==> config.mk <==
export PLATFORM = sky130hd
export DESIGN_NAME = bpw_bridge_pwm
export DESIGN_NICKNAME = d
export VERILOG_FILES = /design/src/rtl/bpw_pkg.sv /design/src/rtl/bpw_bridge_pwm.sv /design/src/rtl/bpw_gap_timer.sv
export VERILOG_INCLUDE_DIRS = /design/src /design/src/rtl
export SDC_FILE = /design/constraint.sdc
export NUM_CORES = 1
export LEC_CHECK = 0
export ABC_AREA = 1
export BUFFER_PORTS_ARGS = -buffer_cell sky130_fd_sc_hd__buf_2
export CAP_MARGIN = 5
export CORE_MARGIN = 2
export CORE_UTILIZATION = 30
export DETAILED_ROUTE_END_ITERATION = 8
export HOLD_SLACK_MARGIN = 0.15
export PLACE_DENSITY_LB_ADDON = 0.25
export SLEW_MARGIN = 20
export SYNTH_ARGS = -nofsm -noshare
export SYNTH_HDL_FRONTEND = slang
export SYNTH_SLANG_ARGS = --single-unit
==> constraint.sdc <==
create_clock -name clk -period 4.1 [get_ports clk]
set_input_delay 0.41 -clock clk [delete_from_list [all_inputs] [get_ports clk]]
set_output_delay 0.41 -clock clk [all_outputs]
set_load 0.01 [all_outputs]
==> src/rtl/bpw_defs.svh <==
// Constants of the bridge PWM enable and timing block: offsets, fields, reset values, timing counts.
// Assumes a 250 MHz core clock; included by bare name from the bridge PWM module.
`ifndef BPW_DEFS_SVH
`define BPW_DEFS_SVH

// Register byte offsets
`define BPW_ADDR_CTRL        5'h00
`define BPW_ADDR_OSC_PERIOD  5'h04
`define BPW_ADDR_GAPS        5'h08
`define BPW_ADDR_ON_LIMIT    5'h0c
`define BPW_ADDR_STATUS      5'h10

// Control and gap register fields
`define BPW_CTRL_SYNC_BIT    0
`define BPW_CTRL_CMODE_BIT   1
`define BPW_GAPS_PS_LSB      0
`define BPW_GAPS_SP_LSB      8

// Clock and times in their printed units
`define BPW_CLK_MHZ          250
`define BPW_EN_MIN_US        3
`define BPW_SYNC_MIN_KHZ     170
`define BPW_SYNC_MAX_KHZ     2300
`define BPW_GAP_NOM_NS       40

// Derived cycle counts
`define BPW_EN_MIN_CYC       (`BPW_EN_MIN_US * `BPW_CLK_MHZ)
`define BPW_SYNC_LIM_CYC     ((`BPW_CLK_MHZ * 1000) / `BPW_SYNC_MIN_KHZ)
`define BPW_SYNC_FAST_CYC    ((`BPW_CLK_MHZ * 1000 + `BPW_SYNC_MAX_KHZ - 1) / `BPW_SYNC_MAX_KHZ)
`define BPW_GAP_NOM_CYC      ((`BPW_GAP_NOM_NS * `BPW_CLK_MHZ + 999) / 1000)

// Reset values
`define BPW_RST_CTRL         2'h0
`define BPW_RST_OSC_PERIOD   12'h271
`define BPW_RST_ON_LIMIT     12'h12c

`endif

==> src/rtl/bpw_pkg.sv <==
// Types shared by the bridge PWM enable and timing block.
// Assumes nothing beyond the constants header.
`default_nettype none
package bpw_pkg;

	// Enable state, Gray along off, start, level
	typedef enum logic [1:0] {
		ST_OFF   = 2'b00,
		ST_START = 2'b01,
		ST_LEVEL = 2'b11,
		ST_PULSE = 2'b10
	} bpw_state_t;

	// Per-cycle drive sequence, Gray along the cycle
	typedef enum logic [1:0] {
		SEQ_SP   = 2'b00,
		SEQ_PRI  = 2'b01,
		SEQ_PS   = 2'b11,
		SEQ_REST = 2'b10
	} bpw_seq_t;

endpackage
`default_nettype wire

==> src/rtl/bpw_bridge_pwm.sv <==
// Bridge PWM enable qualification, two-phase oscillator with sync, and dead-time sequencing.
// Assumes comparator inputs arrive as clean levels synchronous to clk; registers on a plain strobe port.
//
// The register offsets and the address-and-strobe port were left to the implementer.
`include "bpw_defs.svh"
`timescale 1ns/1ns
`default_nettype none

module bpw_bridge_pwm
	import bpw_pkg::*;
(
	input  wire logic        clk,
	input  wire logic        sys_rst,
	input  wire logic        clk_en,
	input  wire logic [4:0]  reg_addr,
	input  wire logic [31:0] reg_wdata,
	input  wire logic        reg_wr,
	input  wire logic        reg_rd,
	output logic      [31:0] reg_rdata,
	input  wire logic        supply_above_rising,
	input  wire logic        supply_above_falling,
	input  wire logic        reference_good,
	input  wire logic        thermal_ok,
	input  wire logic        overvoltage_overtemp_input,
	input  wire logic        enable_in,
	input  wire logic        soft_start_at_pulse_level,
	input  wire logic        frequency_set_sync_input,
	input  wire logic        peak_current_trip,
	output logic             primary_drive_a,
	output logic             primary_drive_b,
	output logic             rectifier_drive_a,
	output logic             rectifier_drive_b,
	output logic             soft_start_charge_on
);
	logic [1:0]  ctrl;
	logic [11:0] osc_period;
	logic [7:0]  primary_off_to_rect_on_gap;
	logic [7:0]  rect_off_to_primary_on_gap;
	logic [11:0] on_limit;
	logic        supply_lockout;
	logic        qual_ok;
	logic [9:0]  en_cnt;
	logic        enable_ok;
	bpw_state_t  state;
	bpw_state_t  next_state;
	logic [11:0] osc_cnt;
	logic        phase;
	logic        sync_q;
	logic        sync_locked;
	bpw_seq_t    seq;
	bpw_seq_t    next_seq;
	logic [11:0] on_cnt;
	logic        gap_start;
	logic [7:0]  gap_len;
	wire  logic  gap_done;

	// Register decode
	wire logic sel_ctrl   = (reg_addr == `BPW_ADDR_CTRL);
	wire logic sel_period = (reg_addr == `BPW_ADDR_OSC_PERIOD);
	wire logic sel_gaps   = (reg_addr == `BPW_ADDR_GAPS);
	wire logic sel_limit  = (reg_addr == `BPW_ADDR_ON_LIMIT);
	wire logic sel_status = (reg_addr == `BPW_ADDR_STATUS);
	wire logic sync_mode  = ctrl[`BPW_CTRL_SYNC_BIT];
	wire logic cur_mode   = ctrl[`BPW_CTRL_CMODE_BIT];

	// Status word shows the block's own state
	wire logic [31:0] status_word = {23'h000000, sync_locked, seq, phase, enable_ok,
		qual_ok, supply_lockout, state};
	wire logic [31:0] read_mux =
		sel_ctrl   ? {30'h00000000, ctrl} :
		sel_period ? {20'h00000, osc_period} :
		sel_gaps   ? {16'h0000, rect_off_to_primary_on_gap, primary_off_to_rect_on_gap} :
		sel_limit  ? {20'h00000, on_limit} :
		sel_status ? status_word : 32'h00000000;

	// Register writes and registered read data, zero outside a read answer
	always_ff @(posedge clk) begin
		if (sys_rst) begin
			ctrl                       <= `BPW_RST_CTRL;
			osc_period                 <= `BPW_RST_OSC_PERIOD;
			primary_off_to_rect_on_gap <= 8'(`BPW_GAP_NOM_CYC);
			rect_off_to_primary_on_gap <= 8'(`BPW_GAP_NOM_CYC);
			on_limit                   <= `BPW_RST_ON_LIMIT;
			reg_rdata                  <= 32'h00000000;
		end else if (clk_en) begin
			if (reg_wr && sel_ctrl)
				ctrl <= reg_wdata[1:0];
			if (reg_wr && sel_period)
				osc_period <= reg_wdata[11:0];
			if (reg_wr && sel_gaps) begin
				primary_off_to_rect_on_gap <= reg_wdata[`BPW_GAPS_PS_LSB +: 8];
				rect_off_to_primary_on_gap <= reg_wdata[`BPW_GAPS_SP_LSB +: 8];
			end
			if (reg_wr && sel_limit)
				on_limit <= reg_wdata[11:0];
			reg_rdata <= reg_rd ? read_mux : 32'h00000000;
		end
	end

	// Lockout with hysteresis: set above rising threshold, cleared below falling one
	always_ff @(posedge clk) begin
		if (sys_rst)
			supply_lockout <= 1'b0;
		else if (clk_en) begin
			if (supply_above_rising)
				supply_lockout <= 1'b1;
			else if (!supply_above_falling)
				supply_lockout <= 1'b0;
		end
	end

	// All start-up qualifiers at once
	assign qual_ok = supply_lockout && reference_good && thermal_ok
		&& !overvoltage_overtemp_input;

	// Enable is accepted high only after the minimum width; it drops at once
	wire logic en_full   = (en_cnt == 10'(`BPW_EN_MIN_CYC - 1));
	wire logic valid_rise = enable_in && !enable_ok && en_full;
	always_ff @(posedge clk) begin
		if (sys_rst) begin
			en_cnt    <= 10'h000;
			enable_ok <= 1'b0;
		end else if (clk_en) begin
			en_cnt    <= (!enable_in || enable_ok) ? 10'h000 : en_cnt + 10'h001;
			enable_ok <= enable_in && (enable_ok || en_full);
		end
	end

	// Enable state machine
	always_comb begin
		next_state = state;
		case (state)
			ST_OFF: begin
				if (qual_ok && valid_rise)
					next_state = ST_START;
			end
			ST_START: begin
				if (!enable_in)
					next_state = soft_start_at_pulse_level ? ST_OFF : ST_PULSE;
				else if (soft_start_at_pulse_level)
					next_state = ST_LEVEL;
			end
			ST_LEVEL: begin
				if (!enable_in)
					next_state = ST_OFF;
			end
			ST_PULSE: begin
				if (valid_rise)
					next_state = ST_OFF;
			end
			default: next_state = ST_OFF;
		endcase
		if (!qual_ok)
			next_state = ST_OFF;
	end

	wire logic next_run = (next_state != ST_OFF);

	always_ff @(posedge clk) begin
		if (sys_rst) begin
			state                <= ST_OFF;
			soft_start_charge_on <= 1'b0;
		end else if (clk_en) begin
			state                <= next_state;
			soft_start_charge_on <= next_run;
		end
	end

	// Oscillator: internal period clamped to the sync range, or restarted by falling sync edges
	wire logic [11:0] lim_cyc  = 12'(`BPW_SYNC_LIM_CYC);
	wire logic [11:0] fast_cyc = 12'(`BPW_SYNC_FAST_CYC);
	wire logic [11:0] eff_period = (osc_period > lim_cyc) ? lim_cyc :
		(osc_period < fast_cyc) ? fast_cyc : osc_period;
	wire logic sync_fall  = sync_q && !frequency_set_sync_input;
	wire logic fast_ok    = (osc_cnt >= fast_cyc - 12'h001);
	wire logic sync_hit   = sync_fall && fast_ok;
	wire logic clamp_hit  = (osc_cnt >= lim_cyc - 12'h001);
	wire logic cyc_end    = sync_mode ? (sync_hit || clamp_hit)
		: (osc_cnt >= eff_period - 12'h001); // A shortened period never lets the count run past it
	wire logic next_phase = next_run ? (phase ^ cyc_end) : 1'b0;

	always_ff @(posedge clk) begin
		if (sys_rst) begin
			osc_cnt     <= 12'h000;
			phase       <= 1'b0;
			sync_q      <= 1'b0;
			sync_locked <= 1'b0;
		end else if (clk_en) begin
			osc_cnt     <= (cyc_end || !next_run) ? 12'h000 : osc_cnt + 12'h001;
			phase       <= next_phase;
			sync_q      <= frequency_set_sync_input;
			sync_locked <= sync_mode && (cyc_end ? sync_hit : sync_locked);
		end
	end

	// Primary ends at peak current in current mode, or at the on-time limit
	wire logic pri_end = (seq == SEQ_PRI) && ((cur_mode && peak_current_trip)
		|| (on_cnt >= on_limit));

	// Drive sequence: gap, primary, gap, rectifier
	always_comb begin
		next_seq  = seq;
		gap_start = 1'b0;
		gap_len   = rect_off_to_primary_on_gap;
		if (!next_run || cyc_end) begin
			next_seq  = SEQ_SP;
			gap_start = 1'b1;
		end else begin
			case (seq)
				SEQ_SP: begin
					if (gap_done)
						next_seq = SEQ_PRI;
				end
				SEQ_PRI: begin
					if (pri_end) begin
						next_seq  = SEQ_PS;
						gap_start = 1'b1;
						gap_len   = primary_off_to_rect_on_gap;
					end
				end
				SEQ_PS: begin
					if (gap_done)
						next_seq = SEQ_REST;
				end
				SEQ_REST: next_seq = SEQ_REST;
				default: next_seq = SEQ_SP;
			endcase
		end
	end

	bpw_gap_timer u_gap (
		.clk     (clk),
		.sys_rst (sys_rst),
		.clk_en  (clk_en),
		.start   (gap_start),
		.length  (gap_len),
		.done    (gap_done)
	);

	// Sequence state and on-time count
	always_ff @(posedge clk) begin
		if (sys_rst) begin
			seq    <= SEQ_SP;
			on_cnt <= 12'h000;
		end else if (clk_en) begin
			seq    <= next_seq;
			on_cnt <= (next_seq == SEQ_PRI && seq == SEQ_PRI) ? on_cnt + 12'h001 : 12'h000;
		end
	end

	// Outputs from flip-flops; a rectifier runs in the other phase's tail and drops
	// as its own cycle starts, so its fall precedes its primary rise by the gap
	always_ff @(posedge clk) begin
		if (sys_rst) begin
			primary_drive_a   <= 1'b0;
			primary_drive_b   <= 1'b0;
			rectifier_drive_a <= 1'b0;
			rectifier_drive_b <= 1'b0;
		end else if (clk_en) begin
			primary_drive_a   <= next_run && (next_seq == SEQ_PRI) && !next_phase;
			primary_drive_b   <= next_run && (next_seq == SEQ_PRI) && next_phase;
			rectifier_drive_a <= next_run && (next_seq == SEQ_REST) && next_phase;
			rectifier_drive_b <= next_run && (next_seq == SEQ_REST) && !next_phase;
		end
	end
endmodule
`default_nettype wire

==> src/rtl/bpw_gap_timer.sv <==
// Dead-time counter used for both gaps of the drive sequence.
// Assumes the caller ignores done while it reloads; start has priority over counting.
`timescale 1ns/1ns
`default_nettype none
module bpw_gap_timer
	import bpw_pkg::*;
(
	input  wire logic       clk,
	input  wire logic       sys_rst,
	input  wire logic       clk_en,
	input  wire logic       start,
	input  wire logic [7:0] length,
	output wire logic       done
);
	logic [7:0] cnt;
	logic       busy;

	// Done one cycle after start for a zero gap, else after length cycles more
	assign done = busy && (cnt == 8'h00);

	// Load on start, count down while busy
	always_ff @(posedge clk) begin
		if (sys_rst) begin
			cnt  <= 8'h00;
			busy <= 1'b0;
		end else if (clk_en) begin
			if (start) begin
				cnt  <= length;
				busy <= 1'b1;
			end else if (done) begin
				busy <= 1'b0;
			end else if (busy) begin
				cnt <= cnt - 8'h01;
			end
		end
	end
endmodule
`default_nettype wire

=== Word level (Yosys, flattened, before mapping) ===
Cells that the tools add are included.

* Word-level logic and storage cells: 139
* Output and inout bits: 37
* Register bits after elaboration: 131

* Add/subtract/negate cells: 5
* Equal/unequal tests: 15
* Magnitude comparators: 6
* Bitwise logic cells: 1
* Multiplexer cells: 40
* Reduce and logical (&&, ||, !) cells: 49

{| class="wikitable"
|+ Operators by type and width
! kind !! count
|-
| two-way mux 16 bit || 4
|-
| two-way mux 12 bit || 5
|-
| two-way mux 8 bit || 6
|-
| adder 12 x 1 -> 12 bit, second input constant || 2
|-
| >= comparator 12 bit || 2
|-
| logical AND 1 bit || 24
|-
| two-way mux 2 bit || 11
|-
| case mux 2 bit (4 select lines) || 2
|-
| >= comparator 12 x 11 -> 1 bit, second input constant || 1
|-
| >= comparator 12 x 7 -> 1 bit, second input constant || 1
|-
| > comparator 12 x 11 -> 1 bit, second input constant || 1
|-
| < comparator 12 x 7 -> 1 bit, second input constant || 1
|-
| AND reduction 2 bit || 6
|-
| subtractor 12 x 1 -> 12 bit, second input constant || 1
|-
| adder 10 x 1 -> 10 bit, second input constant || 1
|-
| equality test 10 bit, second input constant || 1
|-
| equality test 2 bit, second input constant || 5
|-
| equality test 5 x 4 -> 1 bit, second input constant || 2
|-
| two-way mux 1 bit || 10
|-
| two-way mux 10 bit || 1
|-
| two-way mux 9 bit || 1
|-
| zero test 8 bit || 1
|-
| subtractor 8 x 1 -> 8 bit, second input constant || 1
|-
| equality test 2 x 1 -> 1 bit, second input constant || 3
|-
| other kinds (10) || 23
|}

=== Longest topological paths before layout ===
* Depth in word-level cells: 14
* Gate-level depth with buffers: 34
* Gate-level depth less buffers: 33

=== By module ===
A second synthesis with hierarchy kept.

* Cell total of the unflattened synthesis: 942
* Area total of the unflattened synthesis: 6570.1 sq um

{| class="wikitable"
|+ Modules (own cells, without submodules)
! module !! seq. area each (sq um) !! area each (sq um) !! cells an instance !! instances
|-
| bpw_bridge_pwm || 2122.0 || 5944.5 || 837 || 1
|-
| bpw_gap_timer || 180.2 || 625.6 || 105 || 1
|}

=== Worst setup path before layout ===
No wires, ideal clock.

* Path type: register -> register
* Start point: reg osc_period[3]
* End point: reg on_cnt[11]
* Setup slack: 781 ps
* Cell stages (with the launch flop): 32
* Arrival time: 3257 ps
* Buffers on the path: 2
* Cell sequence: dfxtp_1 nand2_1 inv_1 nand3_1 o21ai_1 nand3_1 nand2_1 o21ai_2 buf_2 nand2_1 inv_1 ha_1 inv_1 nor2_1 nand3_1 nor2_1 nand2_1 o21bai_1 ha_1 nand2_1 nor2_1 and2_1 nand2_1 nand4_1 nand2_4 nand3_1 nor2_2 nand2_1 nand2_1 nand2_2 buf_6 nor2_2

* Word-level cells in the longest chain between the ends: 11

{| class="wikitable"
|+ RTL lines
! element !! RTL line !! RTL
|-
| start: declaration || bpw_bridge_pwm.sv:36 || <nowiki>logic [11:0] osc_period;</nowiki>
|-
| start signal: assignment || bpw_bridge_pwm.sv:80 || <nowiki>osc_period <= `BPW_RST_OSC_PERIOD;</nowiki>
|-
| start signal: assignment || bpw_bridge_pwm.sv:89 || <nowiki>osc_period <= reg_wdata[11:0];</nowiki>
|-
| < comparator 12 x 7 -> 1 bit || bpw_bridge_pwm.sv:173 || <nowiki>(osc_period < fast_cyc) ? fast_cyc : osc_period;</nowiki>
|-
| two-way mux 12 bit || bpw_bridge_pwm.sv:173 ||
|-
| two-way mux 12 bit * || bpw_bridge_pwm.sv:172 || <nowiki>wire logic [11:0] eff_period = (osc_period > lim_cyc) ? lim_cyc :</nowiki>
|-
| subtractor 12 x 1 -> 12 bit * || bpw_bridge_pwm.sv:179 || <nowiki>: (osc_cnt >= eff_period - 12'h001);</nowiki>
|-
| >= comparator 12 bit * || bpw_bridge_pwm.sv:179 ||
|-
| two-way mux 1 bit * || bpw_bridge_pwm.sv:178 || <nowiki>wire logic cyc_end = sync_mode ? (sync_hit || clamp_hit)</nowiki>
|-
| logical OR 1 bit * || bpw_bridge_pwm.sv:205 || <nowiki>if (!next_run || cyc_end) begin</nowiki>
|-
| two-way mux 2 bit * || bpw_bridge_pwm.sv:205 ||
|-
| equality test 2 x 1 -> 1 bit * || bpw_bridge_pwm.sv:247 || <nowiki>on_cnt <= (next_seq == SEQ_PRI && seq == SEQ_PRI) ? on_cnt + 12'h001 : 12'h000;</nowiki>
|-
| logical AND 1 bit * || bpw_bridge_pwm.sv:247 ||
|-
| two-way mux 12 bit * || bpw_bridge_pwm.sv:247 ||
|-
| end signal: assignment || bpw_bridge_pwm.sv:247 ||
|-
| end: declaration || bpw_bridge_pwm.sv:52 || <nowiki>logic [11:0] on_cnt;</nowiki>
|}

Every way passes the cells marked *; elsewhere a longest branch is shown, timed or not.
A chain may end at the register's enable or synchronous reset.

=== Worst setup path after layout ===
* Start point: reg osc_period[3]
* End point: reg u_gap.busy

* Word-level cells in the longest chain between the ends: 10

{| class="wikitable"
|+ RTL lines
! element !! RTL line !! RTL
|-
| < comparator 12 x 7 -> 1 bit || bpw_bridge_pwm.sv:173 ||
|-
| two-way mux 12 bit || bpw_bridge_pwm.sv:173 ||
|-
| two-way mux 12 bit * || bpw_bridge_pwm.sv:172 ||
|-
| subtractor 12 x 1 -> 12 bit * || bpw_bridge_pwm.sv:179 ||
|-
| >= comparator 12 bit * || bpw_bridge_pwm.sv:179 ||
|-
| two-way mux 1 bit * || bpw_bridge_pwm.sv:178 ||
|-
| logical OR 1 bit * || bpw_bridge_pwm.sv:205 ||
|-
| two-way mux 1 bit * || bpw_bridge_pwm.sv:205 ||
|-
| nonzero test 2 bit (no source line) || - ||
|-
| AND reduction 2 bit (no source line) || - ||
|-
| end signal: assignment || bpw_gap_timer.sv:25 || <nowiki>busy <= 1'b0;</nowiki>
|-
| end signal: assignment || bpw_gap_timer.sv:29 || <nowiki>busy <= 1'b1;</nowiki>
|-
| end signal: assignment || bpw_gap_timer.sv:31 || <nowiki>busy <= 1'b0;</nowiki>
|-
| end: declaration || bpw_gap_timer.sv:16 || <nowiki>logic busy;</nowiki>
|}

Marks and branches as above.

==> flow_summary.toml <==
[grt]
grt_max_degree = 57
grt_pass1_vias = 5500
grt_pass1_wl_mm = 28.01
gr-usage-all-layers_pct = 15.85
antenna_found_initial = 0
grt_util_met2_pct = 25.88
use_met3_pct = 3.144
gr-total-overflow = 0
grtUsageMet1_pct = 20.69
busiest_layer = "met2"

[floorplanning]
rows = 54
die_w_um = 151.7
initial_core_util_pct = 30.25
die_h_um = 151.7
ios = 88
core_sq_um = 21620
die_area_sq_um = 23000

[cts]
clk_latency_ps = 420
cts_tree = "built"
cts_root_buf = "clkbuf_16"
cts.path.max_buffers = 2
cts_inserted_buffers = 17
cts.sinks = 115
clkTransAtPathRegs_ps = 60
htreeDepth = 4

[timing]
maxSlewHeadroom_pct = 51.55
period_share_pct = 89.06
fmax_ghz = 0.2739
final_max_slew_viol_count = 0
finalCriticalPeriod_ps = 3651
clock-skew-final_ps = 6.006
hold_viol_final = 0
max_slew.worst_pin.slew_ps = 721.8
finalSetupViolations = 0
timing.hold.ws_ps = 242.4

[synthesis]
synth_most_common_cell = "nand2_1"
async_flop_share_pct = 0
synth_top_area_share_pct = 35.20
synth-seq-cells = 115
avgSynthCellArea_sq_um = 6.981
synth_top_area_cell = "dfxtp_1"
synthTopCellsByCount = "nand2_1 (204), dfxtp_1 (115), nor2_1 (108), inv_1 (107), a21oi_1 (71)"
synthesis.area_sq_um = 6541
synth_seq_area_share_pct = 35.20
yosys_warnings = 0
ys.flop_type = "dfxtp_1"
netlist-cell-type-count = 46
netlist_instances = 937
synth_edf_count = 0
synth_area_leaders = "dfxtp_1 (35%), nand2_1 (12%), nor2_1 (6.2%)"

[detailed_routing]
drt-total-wl_mm = 17.58
antenna_left = 0
drc_errors = 0
drtPass1Iterations = 4
drt-initial-drc-count = 255
vias_per_cell = 4.623
avgRoutedWirePerCell_um = 13.60
num_vias = 5973

[critical_path]
worst_path_most_repeated_cell = "nand2_1"
critPathRequiredTime_ps = 4370
critPathSlowestCell = "dfxtp_2"
critPathMaxFanout = 6
reg2regPathDepth = 27
critPathCaptureType = "register"
cpPeakStageDelay_ps = 360
path_class = "reg2reg"
r2r-start = "osc_period[3]"
rr_endpoint = "u_gap.busy"
r2r_setup_slack_ps = 450
arrival_ps = 3920
start_kind = "register"

[placement]
io_buffer_count = 55
gp_routability_congestion = 0.8366
post_dp_cell_area_sq_um = 7058
dp_hpwl_mm = 13.31

[layout]
antenna_cells = 0
nNetsFinal = 1082
post_route_cells_drive_above_1_share_pct = 14.92
area_growth_pct = 17.75
fillers = 2335
stdcell_area_sq_um = 7702

[pwr]
p_per_area_nw_per_um2 = 360.0
comb_power_share_pct = 6.5
seqPwrFrac_pct = 41.3
leakage_nw = 3.393
ir_drop_mv = 0.2005
p_sw_share_pct = 24.66
intPower_mw = 2.089
p_clk_share_pct = 52.2
switching_power_mw = 0.6838

[job]
maxCapViolations = 0

[status]
status = "finished, final reports clean"

[min_path]
min_path_type = "in2reg"
hold_path.startpoint = "supply_above_rising"
hold_depth = 3
hold_path_end = "supply_lockout"
[critical path: cells and delay by family, from the launching register on]
| kind | cells | cell delay [ps] |
|---|---|---|
| compound gates | 7 | 920 |
| fa+ha+maj | 2 | 420 |
| flops | 1 | 360 |
| buf+inv | 4 | 310 |
| simple gates | 14 | 1490 |
[cell families (layout without fill, tap and decap cells)]
family | after synthesis | count (layout) | synth area share [%]
compound gates | 172 | 172 | 14.98
xor+xnor | 30 | 30 | 4.017
fa+ha+maj | 32 | 32 | 6.121
buf+inv | 158 | 218 | 10.73
flops | 115 | 115 | 35.20
other cells | 2 | 17 | 0.1148
simple gates | 428 | 428 | 28.84
[layer usage]
layer / routed length (um) / vias to the layer above
li1: - / 3156
met1: 8268 / 2683
met2: 8269 / 111
met3: 646 / 23
met4: 391 / 0
met5: 0 / -
[power by group through the flow]
stage / clock network [mW] / registers [mW] / logic [mW]
finish: 1.45 / 1.14 / 0.181
global route: 1.53 / 1.15 / 0.205
CTS: 1.49 / 1.14 / 0.182
detailed placement: 0 / 1.17 / 0.181
global placement: 0 / 1.17 / 0.181
floorplan: 0 / 1.17 / 0.135
[worst max-delay path by stage]
stage	from	endpoint	slack (ps)	cells after the start
floorplan	osc_period[3]	on_cnt[11]	780	31
global placement	osc_period[3]	on_cnt[1]	320	29
detailed placement	osc_period[3]	on_cnt[1]	250	29
CTS	osc_period[3]	on_cnt[11]	220	29
global route	osc_period[3]	on_cnt[11]	-6	29
finish	osc_period[3]	u_gap.busy	450	27
[layout by cell type, fill, tap and decap left out, types with 3 or more instances in the layout]
cell        count
o221ai_1        8
a211oi_1        3
nand2_2         8
nor2_1        106
dfxtp_1       113
buf_2          55
inv_2           5
xor2_1         22
clkbuf_8        4
ha_1           32
inv_1         107
o21ai_2         3
nand2_1       203
buf_4          16
a21oi_1        71
clkinvlp_4      5
conb_1         17
nand3_2         3
nor3_1          9
o211ai_1       17
nor3b_1         6
nand2_4         3
nor2_2         14
nand4_1        10
o22ai_1         7
o21ai_0        51
a31oi_1         3
nor2_4          3
o21ai_1         4
clkbuf_16      17
nand3_1        51
xnor2_1         8
[layout make-up]
type | instances | area, sq um | area share (%)
clock inverters | 10 | 98.84 | 1.283
multi-input cells | 679 | 3632 | 47.16
clock buffers | 22 | 484.2 | 6.287
inverters | 115 | 436.7 | 5.669
well taps | 280 | 350.3 | 4.548
flip-flops and latches | 115 | 2305 | 29.92
repair buffers | 71 | 395.4 | 5.133
[what timing repair did]
action                                  4_1_cts  5_1_grt
hold buffers                                  0        0
endpoints found under the setup margin        0       35
gates resized for setup                       0       13
buffers inserted                              0        2
[state kept, by name, summed over array words and instances (netlist names)]
| register | cells |
|---|---|
| osc_cnt | 12 |
| on_limit | 12 |
| supply_lockout | 1 |
| en_cnt | 10 |
| u_gap.cnt | 8 |
| ctrl | 2 |
| osc_period | 12 |
| sync_locked | 1 |
| reg_rdata | 16 |
| rectifier_drive_a | 1 |
| rect_off_to_primary_on_gap | 8 |
| seq | 2 |
| state | 2 |
| primary_off_to_rect_on_gap | 8 |
| phase | 1 |
| primary_drive_b | 1 |
| enable_ok | 1 |
| rectifier_drive_b | 1 |
| on_cnt | 12 |
| u_gap.busy | 1 |
| sync_q | 1 |
| primary_drive_a | 1 |
| soft_start_charge_on | 1 |
[metrics by stage]
| step | setup TNS, ps | utilization [%] | setup slack, ps | total power [mW] | instances |
|---|---|---|---|---|---|
| floorplan | 0 | - | 781.4 | 1.301 | 952 |
| global placement | 0 | 32.64 | 316.6 | 1.348 | 1258 |
| detailed placement | 0 | 32.64 | 252.3 | 1.349 | 1258 |
| CTS | 0 | 35.34 | 217.5 | 2.813 | 1290 |
| global route | -5.804 | 35.63 | -5.804 | 2.881 | 1292 |
| finish | 0 | 35.63 | 448.6 | 2.773 | 1292 |
Power figures use the tool's default switching activity.
